<file path="src/afmc_defines.svh">
/*
 * offsets, field positions, reset values and fixed sizes of the converter
 * fifo and mode control block.
 * assumes byte-wide registers addressed by an 8-bit register port.
 */
`ifndef AFMC_DEFINES_SVH
`define AFMC_DEFINES_SVH

// register offsets
`define AFMC_OFF_SC1 8'h10
`define AFMC_OFF_MODE 8'h12
`define AFMC_OFF_FIFO 8'h13
`define AFMC_OFF_RES_HI 8'h14
`define AFMC_OFF_RES_LO 8'h15
`define AFMC_OFF_IRQ_ST 8'h18
`define AFMC_OFF_IRQ_MASK 8'h19

// status_control_one fields
`define AFMC_SC1_CONT 5
`define AFMC_SC1_CH_HI 4

// mode_clock_control fields
`define AFMC_MODE_LOWPWR 7
`define AFMC_MODE_DIV_HI 6
`define AFMC_MODE_DIV_LO 5
`define AFMC_MODE_LONGSMP 4
`define AFMC_MODE_RES_HI 3
`define AFMC_MODE_RES_LO 2
`define AFMC_MODE_CLK_HI 1
`define AFMC_MODE_CLK_LO 0

// fifo_scan_compare_control fields
`define AFMC_FIFO_SCAN 6
`define AFMC_FIFO_COMB 5
`define AFMC_FIFO_DEP_HI 2

// interrupt status bits
`define AFMC_IRQ_DONE 0
`define AFMC_IRQ_CH_OVF 1
`define AFMC_IRQ_RES_LOST 2

// reset values
`define AFMC_RST_SC1 8'h1f
`define AFMC_RST_MODE 8'h00
`define AFMC_RST_MASK 8'h00

// sizes
`define AFMC_FIFO_LEVELS 8
`define AFMC_CH_W 5
`define AFMC_RES_W 10

`endif

</file>
<file path="src/afmc_pkg.sv">
/*
 * types shared by the converter fifo and mode control modules.
 * assumes afmc_defines.svh is on the include path.
 */
`include "afmc_defines.svh"

package afmc_pkg;

    typedef enum logic [1:0] {
        AFMC_RES_8 = 2'h0,
        AFMC_RES_10 = 2'h1
    } afmc_res_e;

    typedef enum logic [1:0] {
        AFMC_CLK_BUS = 2'h0,
        AFMC_CLK_BUS_HALF = 2'h1,
        AFMC_CLK_ALT = 2'h2,
        AFMC_CLK_ASYNC = 2'h3
    } afmc_clk_e;

    typedef enum logic [2:0] {
        AFMC_ST_IDLE = 3'h1,
        AFMC_ST_BUSY = 3'h2,
        AFMC_ST_HOLD = 3'h4
    } afmc_state_e;

    typedef logic [3:0] afmc_count_t;

endpackage : afmc_pkg

</file>
<file path="src/afmc_fifo_if.sv">
/*
 * port bundle between the control logic and one eight-entry fifo store.
 * assumes a single clock shared by both ends.
 */
`timescale 1ns/1ps
`default_nettype none

interface afmc_fifo_if #(parameter int W = 10);
    logic push;
    logic pop;
    logic clear;
    logic [W-1:0] wdata;
    logic [W-1:0] rdata;
    logic [3:0] count;

    modport owner (output push, output pop, output clear, output wdata,
                   input rdata, input count);
    modport store (input push, input pop, input clear, input wdata,
                   output rdata, output count);
endinterface : afmc_fifo_if

`default_nettype wire

</file>
<file path="src/afmc_fifo.sv">
/*
 * eight-entry fifo store used for the channel list and the result list.
 * assumes the owner never pushes when full nor pops when empty; such
 * requests are dropped here as well.
 */
`timescale 1ns/1ps
`default_nettype none

module afmc_fifo
    import afmc_pkg::*;
#(
    parameter int W = 10
) (
    input wire logic MCLK,
    input wire logic RST_B,
    afmc_fifo_if.store f
);

    logic [W-1:0] mem [`AFMC_FIFO_LEVELS];
    logic [2:0] wr_ptr;
    logic [2:0] rd_ptr;
    afmc_count_t cnt;
    logic do_push, do_pop;

    assign do_push = f.push && (cnt != 4'h8);
    assign do_pop = f.pop && (cnt != 4'h0);
    assign f.rdata = mem[rd_ptr];
    assign f.count = cnt;

    always_ff @(posedge MCLK) begin
        if (do_push && !f.clear) begin
            mem[wr_ptr] <= f.wdata;
        end
    end

    always_ff @(posedge MCLK or negedge RST_B) begin
        if (!RST_B) begin
            wr_ptr <= 3'h0;
            rd_ptr <= 3'h0;
            cnt <= 4'h0;
        end else if (f.clear) begin
            wr_ptr <= 3'h0;
            rd_ptr <= 3'h0;
            cnt <= 4'h0;
        end else begin
            if (do_push) begin
                wr_ptr <= wr_ptr + 3'h1;
            end
            if (do_pop) begin
                rd_ptr <= rd_ptr + 3'h1;
            end
            cnt <= cnt + {3'h0, do_push} - {3'h0, do_pop};
        end
    end

endmodule : afmc_fifo

`default_nettype wire

</file>
<file path="src/afmc_ctrl.sv">
/*
 * converter control: resolution and clock source selection, conversion
 * sequencing, channel and result fifos with scan mode and or/and
 * combining of compare triggers, register port and interrupt.
 * assumes the analog converter outside takes CONV_START with the channel,
 * answers with a one-cycle CONV_DONE carrying result and compare hit, and
 * that all inputs are synchronous to MCLK.
 */
// Functional notes
// - resolution code 01 selects 10-bit; codes 10 and 11 are reserved
// - resolution code 00 selects 8-bit conversions
// - clock select: bus, bus halved, alternate, converter async clock
// - fifo control bits 7 and 4:3 read zero and ignore writes
// - scan mode repeats first fifo channel until result fifo full
// - scan plus continuous restarts same channel once complete is set
// - combine clear: complete set when any compare trigger occurred
// - combine set: complete set only when every trigger occurred
// - depth zero disables the fifo, nonzero enables it
// - nonzero depth code gives depth of code plus one levels
// - with fifo on, channel writes push and result reads pop
// - with fifo on, conversions start once channel fifo reaches depth and result fifo is empty
// - with fifo on, complete set after whole set fills result fifo
// - with fifo on, result fifo is read via result high and low
`timescale 1ns/1ps
`default_nettype none

module afmc_ctrl
    import afmc_pkg::*;
(
    input wire logic MCLK,
    input wire logic RST_B,
    input wire logic [7:0] REG_ADDR,
    input wire logic [7:0] REG_WDATA,
    input wire logic REG_WR,
    input wire logic REG_RD,
    output logic [7:0] REG_RDATA,
    output logic IRQ,
    input wire logic ALT_CLK_TICK,
    input wire logic ASYNC_CLK_TICK,
    output logic CONV_CLK_TICK,
    output logic CONV_START,
    output logic [4:0] CONV_CHANNEL,
    output logic CONV_RES_10,
    output logic CONV_LOW_POWER,
    output logic CONV_LONG_SAMPLE,
    input wire logic CONV_DONE,
    input wire logic [9:0] CONV_RESULT,
    input wire logic CONV_CMP_HIT
);

    afmc_fifo_if #(.W(`AFMC_CH_W)) ch_q ();
    afmc_fifo_if #(.W(`AFMC_RES_W)) res_q ();

    afmc_fifo #(.W(`AFMC_CH_W)) u_ch_fifo (
        .MCLK(MCLK),
        .RST_B(RST_B),
        .f(ch_q)
    );

    afmc_fifo #(.W(`AFMC_RES_W)) u_res_fifo (
        .MCLK(MCLK),
        .RST_B(RST_B),
        .f(res_q)
    );

    // software-visible registers
    logic [4:0] channel_select;
    logic continuous_conversion, conversion_complete_flag;
    logic [7:0] mode_clock_control;
    logic fifo_scan_enable, compare_combine_select;
    logic [2:0] fifo_depth;
    logic [9:0] result;
    logic [2:0] irq_status, irq_mask;

    afmc_state_e state;
    logic hit_any, hit_all, half_phase;
    logic [2:0] div_cnt;

    logic wr_sc1, wr_mode, wr_fifo, wr_mask, rd_lo, rd_st, fifo_en;
    afmc_count_t depth_lv;
    logic ch_ready, start_single, start_set, set_last, set_done, set_ok;
    logic next_hit_any, next_hit_all, src_tick;
    logic [2:0] div_top, ev;
    logic [7:0] next_rdata;

    assign wr_sc1 = REG_WR && (REG_ADDR == `AFMC_OFF_SC1);
    assign wr_mode = REG_WR && (REG_ADDR == `AFMC_OFF_MODE);
    assign wr_fifo = REG_WR && (REG_ADDR == `AFMC_OFF_FIFO);
    assign wr_mask = REG_WR && (REG_ADDR == `AFMC_OFF_IRQ_MASK);
    assign rd_lo = REG_RD && (REG_ADDR == `AFMC_OFF_RES_LO);
    assign rd_st = REG_RD && (REG_ADDR == `AFMC_OFF_IRQ_ST);

    assign fifo_en = (fifo_depth != 3'h0);
    assign depth_lv = {1'b0, fifo_depth} + 4'h1;

    assign ch_ready = fifo_en && (ch_q.count >= depth_lv)
                      && (res_q.count == 4'h0);
    assign start_single = !fifo_en && wr_sc1;
    assign start_set = (state == AFMC_ST_IDLE) && ch_ready;

    // the count after this push decides whether the set is complete
    assign set_last = (res_q.count + 4'h1) >= depth_lv;
    assign set_done = fifo_en && (state == AFMC_ST_BUSY) && CONV_DONE
                      && set_last;
    assign next_hit_any = hit_any | CONV_CMP_HIT;
    assign next_hit_all = hit_all & CONV_CMP_HIT;

    assign set_ok = compare_combine_select ? next_hit_all : next_hit_any;

    // channel writes push, result reads pop
    assign ch_q.push = fifo_en && wr_sc1;
    assign ch_q.wdata = REG_WDATA[`AFMC_SC1_CH_HI:0];
    assign res_q.pop = fifo_en && rd_lo;
    assign res_q.wdata = CONV_RESULT;
    assign res_q.push = fifo_en && (state == AFMC_ST_BUSY) && CONV_DONE
                        && (res_q.count != 4'h8);
    // a new depth or mode invalidates everything queued
    assign ch_q.clear = wr_fifo || wr_mode;
    assign res_q.clear = ch_q.clear;

    // scan reuses the head channel, otherwise the list advances
    assign ch_q.pop = fifo_en && !fifo_scan_enable && !ch_q.clear
                      && (start_set || ((state == AFMC_ST_BUSY)
                      && CONV_DONE && !set_last));

    always_ff @(posedge MCLK or negedge RST_B) begin
        if (!RST_B) begin
            channel_select <= 5'(`AFMC_RST_SC1);
            continuous_conversion <= 1'b0;
        end else if (wr_sc1) begin
            channel_select <= REG_WDATA[`AFMC_SC1_CH_HI:0];
            continuous_conversion <= REG_WDATA[`AFMC_SC1_CONT];
        end
    end

    always_ff @(posedge MCLK or negedge RST_B) begin
        if (!RST_B) begin
            mode_clock_control <= `AFMC_RST_MODE;
        end else if (wr_mode) begin
            mode_clock_control <= REG_WDATA;
            // reserved resolution codes keep the old resolution field
            if (REG_WDATA[`AFMC_MODE_RES_HI]) begin
                mode_clock_control[`AFMC_MODE_RES_HI:`AFMC_MODE_RES_LO]
                    <= mode_clock_control[`AFMC_MODE_RES_HI:
                                          `AFMC_MODE_RES_LO];
            end
        end
    end

    always_ff @(posedge MCLK or negedge RST_B) begin
        if (!RST_B) begin
            fifo_scan_enable <= 1'b0;
            compare_combine_select <= 1'b0;
            fifo_depth <= 3'h0;
        end else if (wr_fifo) begin
            fifo_scan_enable <= REG_WDATA[`AFMC_FIFO_SCAN];
            compare_combine_select <= REG_WDATA[`AFMC_FIFO_COMB];
            fifo_depth <= REG_WDATA[`AFMC_FIFO_DEP_HI:0];
        end
    end

    // resolution out; only codes 00 and 01 can be held
    assign CONV_RES_10 = (mode_clock_control[`AFMC_MODE_RES_HI:
                          `AFMC_MODE_RES_LO] == AFMC_RES_10);
    assign CONV_LOW_POWER = mode_clock_control[`AFMC_MODE_LOWPWR];
    assign CONV_LONG_SAMPLE = mode_clock_control[`AFMC_MODE_LONGSMP];

    always_comb begin
        case (afmc_clk_e'(mode_clock_control[`AFMC_MODE_CLK_HI:
                                             `AFMC_MODE_CLK_LO]))
            AFMC_CLK_BUS: src_tick = 1'b1;
            AFMC_CLK_BUS_HALF: src_tick = half_phase;
            AFMC_CLK_ALT: src_tick = ALT_CLK_TICK;
            AFMC_CLK_ASYNC: src_tick = ASYNC_CLK_TICK;
            default: src_tick = 1'b0;
        endcase
    end

    assign div_top = 3'((4'h1 << mode_clock_control[`AFMC_MODE_DIV_HI:
                                                   `AFMC_MODE_DIV_LO]) - 4'h1);

    always_ff @(posedge MCLK or negedge RST_B) begin
        if (!RST_B) begin
            half_phase <= 1'b0;
        end else begin
            half_phase <= !half_phase;
        end
    end

    // divider for the converter tick
    always_ff @(posedge MCLK or negedge RST_B) begin
        if (!RST_B) begin
            div_cnt <= 3'h0;
            CONV_CLK_TICK <= 1'b0;
        end else if (wr_mode) begin
            div_cnt <= 3'h0;
            CONV_CLK_TICK <= 1'b0;
        end else begin
            CONV_CLK_TICK <= src_tick && (div_cnt == div_top);
            if (src_tick) begin
                div_cnt <= (div_cnt == div_top) ? 3'h0 : div_cnt + 3'h1;
            end
        end
    end

    // conversion sequencer
    always_ff @(posedge MCLK or negedge RST_B) begin
        if (!RST_B) begin
            state <= AFMC_ST_IDLE;
            CONV_START <= 1'b0;
            CONV_CHANNEL <= 5'h00;
        end else begin
            CONV_START <= 1'b0;
            if (wr_mode || wr_fifo) begin
                state <= AFMC_ST_IDLE;
            end else if (start_single) begin
                // a channel write restarts a single conversion
                state <= AFMC_ST_BUSY;
                CONV_START <= 1'b1;
                CONV_CHANNEL <= REG_WDATA[`AFMC_SC1_CH_HI:0];
            end else begin
                case (state)
                    AFMC_ST_IDLE: begin
                        if (start_set) begin
                            state <= AFMC_ST_BUSY;
                            CONV_START <= 1'b1;
                            CONV_CHANNEL <= ch_q.rdata;
                        end
                    end
                    AFMC_ST_BUSY: begin
                        if (CONV_DONE && !fifo_en) begin
                            if (continuous_conversion) begin
                                CONV_START <= 1'b1;
                            end else begin
                                state <= AFMC_ST_IDLE;
                            end
                        end else if (CONV_DONE && !set_last) begin
                            CONV_START <= 1'b1;
                            CONV_CHANNEL <= ch_q.rdata;
                        end else if (CONV_DONE) begin
                            if (fifo_scan_enable && continuous_conversion) begin
                                CONV_START <= 1'b1;
                                state <= AFMC_ST_HOLD;
                            end else begin
                                state <= AFMC_ST_IDLE;
                            end
                        end
                    end
                    AFMC_ST_HOLD: begin
                        // every result in hold is dropped; the result fifo only takes pushes in busy
                        if (CONV_DONE && res_q.count == 4'h0) begin
                            state <= AFMC_ST_IDLE;
                        end else if (CONV_DONE) begin
                            CONV_START <= 1'b1;
                        end
                    end
                    default: state <= AFMC_ST_IDLE;
                endcase
            end
        end
    end

    // compare trigger accumulation across one set
    always_ff @(posedge MCLK or negedge RST_B) begin
        if (!RST_B) begin
            hit_any <= 1'b0;
            hit_all <= 1'b1;
        end else if (start_set || state == AFMC_ST_IDLE) begin
            hit_any <= 1'b0;
            hit_all <= 1'b1;
        end else if (fifo_en && state == AFMC_ST_BUSY && CONV_DONE) begin
            hit_any <= next_hit_any;
            hit_all <= next_hit_all;
        end
    end

    // result register used outside fifo mode
    always_ff @(posedge MCLK or negedge RST_B) begin
        if (!RST_B) begin
            result <= 10'h000;
        end else if (!fifo_en && state == AFMC_ST_BUSY && CONV_DONE) begin
            result <= CONV_RESULT;
        end
    end

    // complete flag: an event in a result-read clearing cycle still sets it; mode and fifo writes win in fifo mode, a channel write wins outside it
    always_ff @(posedge MCLK or negedge RST_B) begin
        if (!RST_B) begin
            conversion_complete_flag <= 1'b0;
        end else begin
            if (wr_mode || wr_fifo || (!fifo_en && (wr_sc1 || rd_lo))
                || (fifo_en && rd_lo && res_q.count == 4'h1)) begin
                conversion_complete_flag <= 1'b0;
            end
            if (!fifo_en && state == AFMC_ST_BUSY && CONV_DONE
                && !wr_sc1) begin
                conversion_complete_flag <= 1'b1;
            end
            if (set_done && set_ok && !wr_fifo && !wr_mode) begin
                conversion_complete_flag <= 1'b1;
            end
        end
    end

    // interrupt events: completion, channel overflow, result lost
    assign ev[`AFMC_IRQ_DONE] = (set_done && set_ok)
        || (!fifo_en && state == AFMC_ST_BUSY && CONV_DONE);
    assign ev[`AFMC_IRQ_CH_OVF] = ch_q.push && (ch_q.count == 4'h8);
    assign ev[`AFMC_IRQ_RES_LOST] = fifo_en && CONV_DONE
        && (state != AFMC_ST_IDLE) && (res_q.count == 4'h8);

    always_ff @(posedge MCLK or negedge RST_B) begin
        if (!RST_B) begin
            irq_status <= 3'h0;
        end else begin
            irq_status <= (rd_st ? 3'h0 : irq_status) | ev;
        end
    end

    always_ff @(posedge MCLK or negedge RST_B) begin
        if (!RST_B) begin
            irq_mask <= 3'(`AFMC_RST_MASK);
        end else if (wr_mask) begin
            irq_mask <= REG_WDATA[2:0];
        end
    end

    always_ff @(posedge MCLK or negedge RST_B) begin
        if (!RST_B) begin
            IRQ <= 1'b0;
        end else begin
            IRQ <= |(irq_status & irq_mask);
        end
    end

    // read mux; unmapped addresses answer zero
    always_comb begin
        next_rdata = 8'h00;
        case (REG_ADDR)
            `AFMC_OFF_SC1: begin
                next_rdata = {conversion_complete_flag, 1'b0,
                              continuous_conversion, channel_select};
            end
            `AFMC_OFF_MODE: next_rdata = mode_clock_control;
            `AFMC_OFF_FIFO: begin
                next_rdata = {1'b0, fifo_scan_enable,
                              compare_combine_select, 2'h0, fifo_depth};
            end
            // result pair reads the fifo head in fifo mode, else the result register
            `AFMC_OFF_RES_HI: begin
                next_rdata = {6'h00, fifo_en ? res_q.rdata[9:8]
                                             : result[9:8]};
            end
            `AFMC_OFF_RES_LO: begin
                next_rdata = fifo_en ? res_q.rdata[7:0] : result[7:0];
            end
            `AFMC_OFF_IRQ_ST: next_rdata = {5'h00, irq_status};
            `AFMC_OFF_IRQ_MASK: next_rdata = {5'h00, irq_mask};
            default: next_rdata = 8'h00;
        endcase
    end

    always_ff @(posedge MCLK or negedge RST_B) begin
        if (!RST_B) begin
            REG_RDATA <= 8'h00;
        end else begin
            REG_RDATA <= REG_RD ? next_rdata : 8'h00;
        end
    end

endmodule : afmc_ctrl

`default_nettype wire

</file>
<file path="config.mk">
export PLATFORM = sky130hd
export DESIGN_NAME = afmc_ctrl
export DESIGN_NICKNAME = d
export VERILOG_FILES = /design/src/afmc_pkg.sv /design/src/afmc_fifo_if.sv /design/src/afmc_fifo.sv /design/src/afmc_ctrl.sv
export VERILOG_INCLUDE_DIRS = /design/src
export SDC_FILE = /design/constraint.sdc
export NUM_CORES = 1
export LEC_CHECK = 0
export BUFFER_PORTS_ARGS = -buffer_cell sky130_fd_sc_hd__buf_2
export CAP_MARGIN = 40
export CORE_ASPECT_RATIO = 0.7
export CORE_UTILIZATION = 61
export DETAILED_ROUTE_END_ITERATION = 16
export GPL_ROUTABILITY_DRIVEN = 0
export PLACE_DENSITY = 0.8
export SLEW_MARGIN = 15
export SYNTH_ARGS = -nofsm -noshare
export SYNTH_HDL_FRONTEND = slang
export SYNTH_SLANG_ARGS = --single-unit
</file>
<file path="constraint.sdc">
create_clock -name MCLK -period 4.5 [get_ports MCLK]
set_input_delay 0.9 -clock MCLK [delete_from_list [all_inputs] [get_ports MCLK]]
set_output_delay 0.9 -clock MCLK [all_outputs]
set_load 0.005 [all_outputs]
</file>
Word level (Yosys, flattened, before mapping)
Memories as Yosys holds them, arrays and structs flattened.
Cells that the tools add are included.
Word-level totals
  register bits: 80
  memories kept: 2
  input port bits: 34
  output and inout bits: 19
  logic and storage cells: 212
  memory bits (writable): 120
Operators by class
  bitwise gates (word level): 6
  equal/unequal tests: 28
  shift-type cells: 1
  multiplexer cells: 58
  order comparisons: 2
  $add $sub $neg: 12
  reduce and logical (&&, ||, !) cells: 76
Memory list
  u_res_fifo.mem: words 8, bits a word 10, rd ports 1, clocked after memory_dff 0, write ports 1, line afmc_fifo.sv:19  | logic [W-1:0] mem [`AFMC_FIFO_LEVELS];
  u_ch_fifo.mem: words 8, bits a word 5, rd ports 1, clocked after memory_dff 0, write ports 1, line afmc_fifo.sv:19
Operator list (number)
  $mux 3: 21
  $eq 8x5->1 const B: 7
  $pmux 8 s7: 1
  $logic_and 1x1->1: 44
  $mux 1: 23
  $mux 5: 4
  $mux 8: 2
  $add 3x1->3 const B: 5
  $ne 5x4->1 const B: 3
  $reduce_bool 2->1: 6
  $pmux 5 s2: 1
  $reduce_and 5->1: 2
  $ne 3x3->1 const B: 3
  $pmux 3 s3: 1
  $reduce_bool 3->1: 3
  $add 4x1->4: 2
  $eq 4x4->1 const B: 2
  $ge 4x4->1: 2
  $logic_not 1->1: 8
  $mux 4: 2
  $ne 4x3->1 const B: 2
  $ne 4x4->1 const B: 2
  $reduce_bool 4->1: 2
  $sub 4x1->4: 2
  25 further kinds: 33

Depth between registers and ports, before layout
  depth in word-level cells: 10
  mapped depth: 15
  gate-level depth less buffers: 15

Cells and area by module
A second synthesis with hierarchy kept.
Unflattened totals
  cell total of the unflattened synthesis: 661
  area, all modules: 9326.4 µm²
Modules (own cells, without submodules)
  afmc_fifo (u_res_fifo): sequential area each 2652.5 µm², area an instance 3733.6 µm², cells an instance 190, times used 1
  afmc_ctrl: sequential area each 1510.2 µm², area an instance 3394.5 µm², cells an instance 338, times used 1
  afmc_fifo (u_ch_fifo): sequential area each 1451.4 µm², area an instance 2198.4 µm², cells an instance 133, times used 1

Worst setup path after synthesis
No wires, ideal clock.
  path kind: input port to flip-flop
  start: input port REG_ADDR[7]
  end: register u_res_fifo.cnt[1], in the netlist u_res_fifo.f.count[1]
  path slack: 939 ps
  stages on the path: 10
  arrival: 3438 ps
  data required time: 4377 ps
  path buffers: 1
  setup time: 123 ps
  cells stage by stage: or4b_1 > buf_2 > nor2_1 > nand4_1 > nor3_1 > ha_1 > inv_1 > ha_1 > fa_1 > nor2b_1
Between the ends
  cells in the longest elaborated chain, start to end: 6
  elaborated cells between the ends (all ways): 11
  those cells by class: 1 x add/sub; 3 x eq/ne; 1 x mux; 6 x reduce/logical
Ends and longest elaborated chain
  from (decl): line afmc_ctrl.sv:32  | input wire logic [7:0] REG_ADDR,
  $eq 8x5->1
  $logic_and 1x1->1: line afmc_ctrl.sv:90  | assign rd_lo = REG_RD && (REG_ADDR == `AFMC_OFF_RES_LO);
  $logic_and 1x1->1: line afmc_ctrl.sv:113  | assign res_q.pop = fifo_en && rd_lo;
  $logic_and 1x1->1: line afmc_fifo.sv:26  | assign do_pop = f.pop && (cnt != 4'h0);
  $sub 4x1->4: line afmc_fifo.sv:52  | cnt <= cnt + {3'h0, do_push} - {3'h0, do_pop};
  $mux 4 (*): line afmc_fifo.sv:41  | end else if (f.clear) begin
  to (signal assigned): line afmc_fifo.sv:52
  to (decl): line afmc_fifo.sv:22  | afmc_count_t cnt;
Mark *: on every way between the ends. The rest lies on a longest branch, timed or not.
A chain may end at the register's enable or synchronous reset.

Final worst setup path
  start: register fifo_depth[0]
  end: register u_ch_fifo.cnt[1], in the netlist u_ch_fifo.f.count[1]
Between the ends
  cells in the longest elaborated chain, start to end: 10
  elaborated cells between the ends (all ways): 19
  those cells by class: 3 x add/sub; 2 x order compare; 1 x mux; 13 x reduce/logical
Ends and longest elaborated chain
  from (decl): line afmc_ctrl.sv:71  | logic [2:0] fifo_depth;
  from (signal assigned): line afmc_ctrl.sv:158  | fifo_depth <= REG_WDATA[`AFMC_FIFO_DEP_HI:0];
  $add 3x1->4: line afmc_ctrl.sv:94  | assign depth_lv = {1'b0, fifo_depth} + 4'h1;
  $ge 4x4->1: line afmc_ctrl.sv:96  | assign ch_ready = fifo_en && (ch_q.count >= depth_lv)
  $logic_and 1x1->1: line afmc_ctrl.sv:96
  $logic_and 1x1->1: line afmc_ctrl.sv:97  | && (res_q.count == 4'h0);
  $logic_and 1x1->1: line afmc_ctrl.sv:99  | assign start_set = (state == AFMC_ST_IDLE) && ch_ready;
  $logic_or 1x1->1: line afmc_ctrl.sv:123  | && (start_set || ((state == AFMC_ST_BUSY)
  $logic_and 1x1->1: line afmc_ctrl.sv:123
  $logic_and 1x1->1: line afmc_fifo.sv:26
  $sub 4x1->4 (*): line afmc_fifo.sv:52
  $mux 4 (*): line afmc_fifo.sv:41
  to (signal assigned): line afmc_fifo.sv:52
  to (decl): line afmc_fifo.sv:22
Marks and branches as above.

==> summary.txt <==
Slew HR - 49.7%
final setup margin - 0.679 ns
WP data arrival - 4.13 ns
Clock power frac - 32.0%
Gate power share - 19.6%
routed wire length - 20600 µm
Crit path buffers/inverters - 3
Yosys reg bits - 200
diode count - 0
chip width - 148 µm
initial DRC count - 526
critical path's top delay family - adder cells
fin nets - 777
Post-synth EDFFs - 120
Top cell by count, worst path - ha_1
first-pass GRT wire length - 32100 µm
clk_skew - 0.0126 ns
Tmin final - 3.82 ns
fin. max-slew vios - 0
Ys Warns - 0
Worst-Margin Slew - 0.755 ns
CTS max path bufs - 2
CTS Buf Count - 17
CTS sink count - 200
DIE HEIGHT - 104 µm
Post-synth ARST share - 40.0%
die area - 15400 µm²
NetSw - 1400 µW
Final Setup Violations - 0
vias in the first global route - 5785
achievable frequency - 262 MHz
Area Overhead vs Synth - 12.9%
outcome - complete, no violations
Leak - 0.00396 µW
Placement Rows - 36
Peak VDD IR - 0.344 mV
Synth Flop Type - edfxtp_1
Internal - 3300 µW
Total Power - 4700 µW
Fin. Hold Viols - 0
syn_area_per_cell - 14.0 µm²
initial antenna violation count - 0
commonest cells after routing, fill and taps aside - 120 x edfxtp_1, 73 x dfrtp_1, 63 x nand2_1, 51 x buf_2, 50 x nor2_1
GRT Overall Usage - 28.7%
crit-path max FO - 5
hold_ws - 0.337 ns
CTS Root Buffer Type - clkbuf_16
Skew-Pair Late Insertion Delay - 0.45 ns
number of vias per cell - 6.36
antenna-violating nets left - 0
routed len/inst - 22.5 µm
type of origin of the critical path - flop
worst min path class - primary input to asynchronous set/reset pin
Synth cell types - 60
RSZ-0062 raised after global routing - no
CTS resizes - 0
Required @ worst endpoint - 4.80 ns
# IOs - 53
Critical Path End Type - flop
PD cells - 459 nW/µm²
Port Buffers - 52
crit share post-route - 84.9%
synthesized instance count - 649
sw frac - 29.8%
CP max stage delay - 0.57 ns
Syn Nets - 714
Max-cap violations - 0
Post-CTS Setup Bufs - 0
CTS tree - built
sequential area share after synthesis - 61.9%
CTS Hold Buffers Added - 0
H-tree Lvls - 4
Core ar. - 14200 µm²
clock-pin slew on the worst setup and hold paths - 0.07 ns
via count - 5815
share of cells above drive strength 1 - 24.7%
Crit Path Class - flop to flop
Initial Utilization - 63.9%
total grt overflow - 0
commonest non-fill, non-tap cell in the layout - edfxtp_1
Seq pwr share - 48.4%
DRC violations left - 0
slowest CP cell - o41ai_1
first drt pass iteration count - 5
critical path cell sequence - inv_1 -> ha_1 -> inv_1 -> ha_1 -> a211oi_1 -> o41ai_1 -> nand2_1 -> a21oi_1 -> ha_1 -> inv_1 -> ha_1 -> fa_1 -> nor2b_1
pre-CTS WS - 0.673 ns
DPL Wire Length - 14300 µm
Fin Setup TNS - 0 ns
largest net degree at the start of global routing - 62
mapped cell area - 9070 µm²
[registers in the layout (all words and copies together) (netlist names), 4 cells and up]
register            flops
CONV_CHANNEL            5
REG_RDATA               8
channel_select          5
mode_clock_control      7
result                 10
u_ch_fifo.f.count       4
u_ch_fifo.mem          40
u_res_fifo.f.count      4
u_res_fifo.mem         80
[through the flow]
stage | std cells | utilization (%) | instance area [µm²]
2_1_floorplan | 649 | - | 9070
3_3_place_gp | 880 | 67.6 | 9590
3_5_place_dp | 883 | 68.0 | 9650
4_1_cts | 915 | 72.1 | 10200
5_1_grt | 915 | 72.1 | 10200
6_report | 915 | 72.1 | 10200
[routing by layer]
layer | share of wire [%] | track usage, %
met4 | 1.7 | 9.87
met5 | 0 | 0
met2 | 46 | 42.8
met3 | 8.4 | 6.89
met1 | 44 | 41.8
[power groups by stage]
stage               clock (µW)  combinational, µW  sequential (µW)
floorplan                    0                674             2240
global placement             0                836             2290
detailed placement           0                903             2300
CTS                       1520                916             2270
global route              1590               1020             2300
finish                    1500                921             2280
[path summary, 6_finish.rpt]
path / from / to / slack, ns / cells past startpoint
worst max-delay path: fifo_depth[0] / u_ch_fifo.f.count[1] / 0.68 / 13
worst min-delay path: RST_B / state[1] / 0.34 / 1
worst max register to register: fifo_depth[0] / u_ch_fifo.f.count[1] / 0.68 / 13
worst min register to register: half_phase / half_phase / 0.47 / 1
max in group asynchronous: RST_B / channel_select[1] / 3.50 / 2
min in group MCLK: half_phase / half_phase / 0.47 / 1
[kinds of logic after synthesis]
family	count (synthesis)	synth area share (%)
flops	200	61.9
buf+inv	49	2.07
mux	88	14.3
fa+ha+maj	32	4.55
xor+xnor	14	1.35
simple gates	182	9.84
compound gates	84	6.02
[Yosys cell counts (all sizes together), types with 2 or more instances]
master | n | area, µm²
nand3 | 10 | 55.1
a21o | 3 | 22.5
nor3 | 11 | 60.1
o22ai | 4 | 25.0
a21oi | 28 | 140
edfxtp | 120 | 3600
a211o | 4 | 35.0
dfstp | 7 | 184
mux2 | 30 | 338
dfrtp | 73 | 1830
a22oi | 2 | 15.0
fa | 2 | 40.0
buf | 10 | 41.3
nor2 | 51 | 194
clkbuf | 19 | 71.3
nor4 | 2 | 27.5
ha | 29 | 363
mux4 | 30 | 676
a31oi | 3 | 18.8
nand2 | 64 | 248
xnor2 | 11 | 96.3
inv | 20 | 75.1
o21a | 2 | 15.0
o21ai | 17 | 85.1
o211ai | 6 | 45.0
nand2b | 12 | 75.1
and4 | 2 | 17.5
a211oi | 5 | 37.5
mux2i | 28 | 280
nand4 | 7 | 43.8
and3 | 3 | 18.8
nor2b | 6 | 37.5
xor2 | 3 | 26.3
nand4bb | 2 | 22.5
or3 | 4 | 25.0
[area by class of cell]
cell class / count / area (µm²)
repair buffers: 73 / 455
multi-input cells: 400 / 3270
well taps: 190 / 238
clock buffers: 19 / 454
inverters: 20 / 75.1
fillers: 917 / 3950
clock inverters: 13 / 130
flip-flops and latches: 200 / 5610
Power figures use the tool's default switching activity.
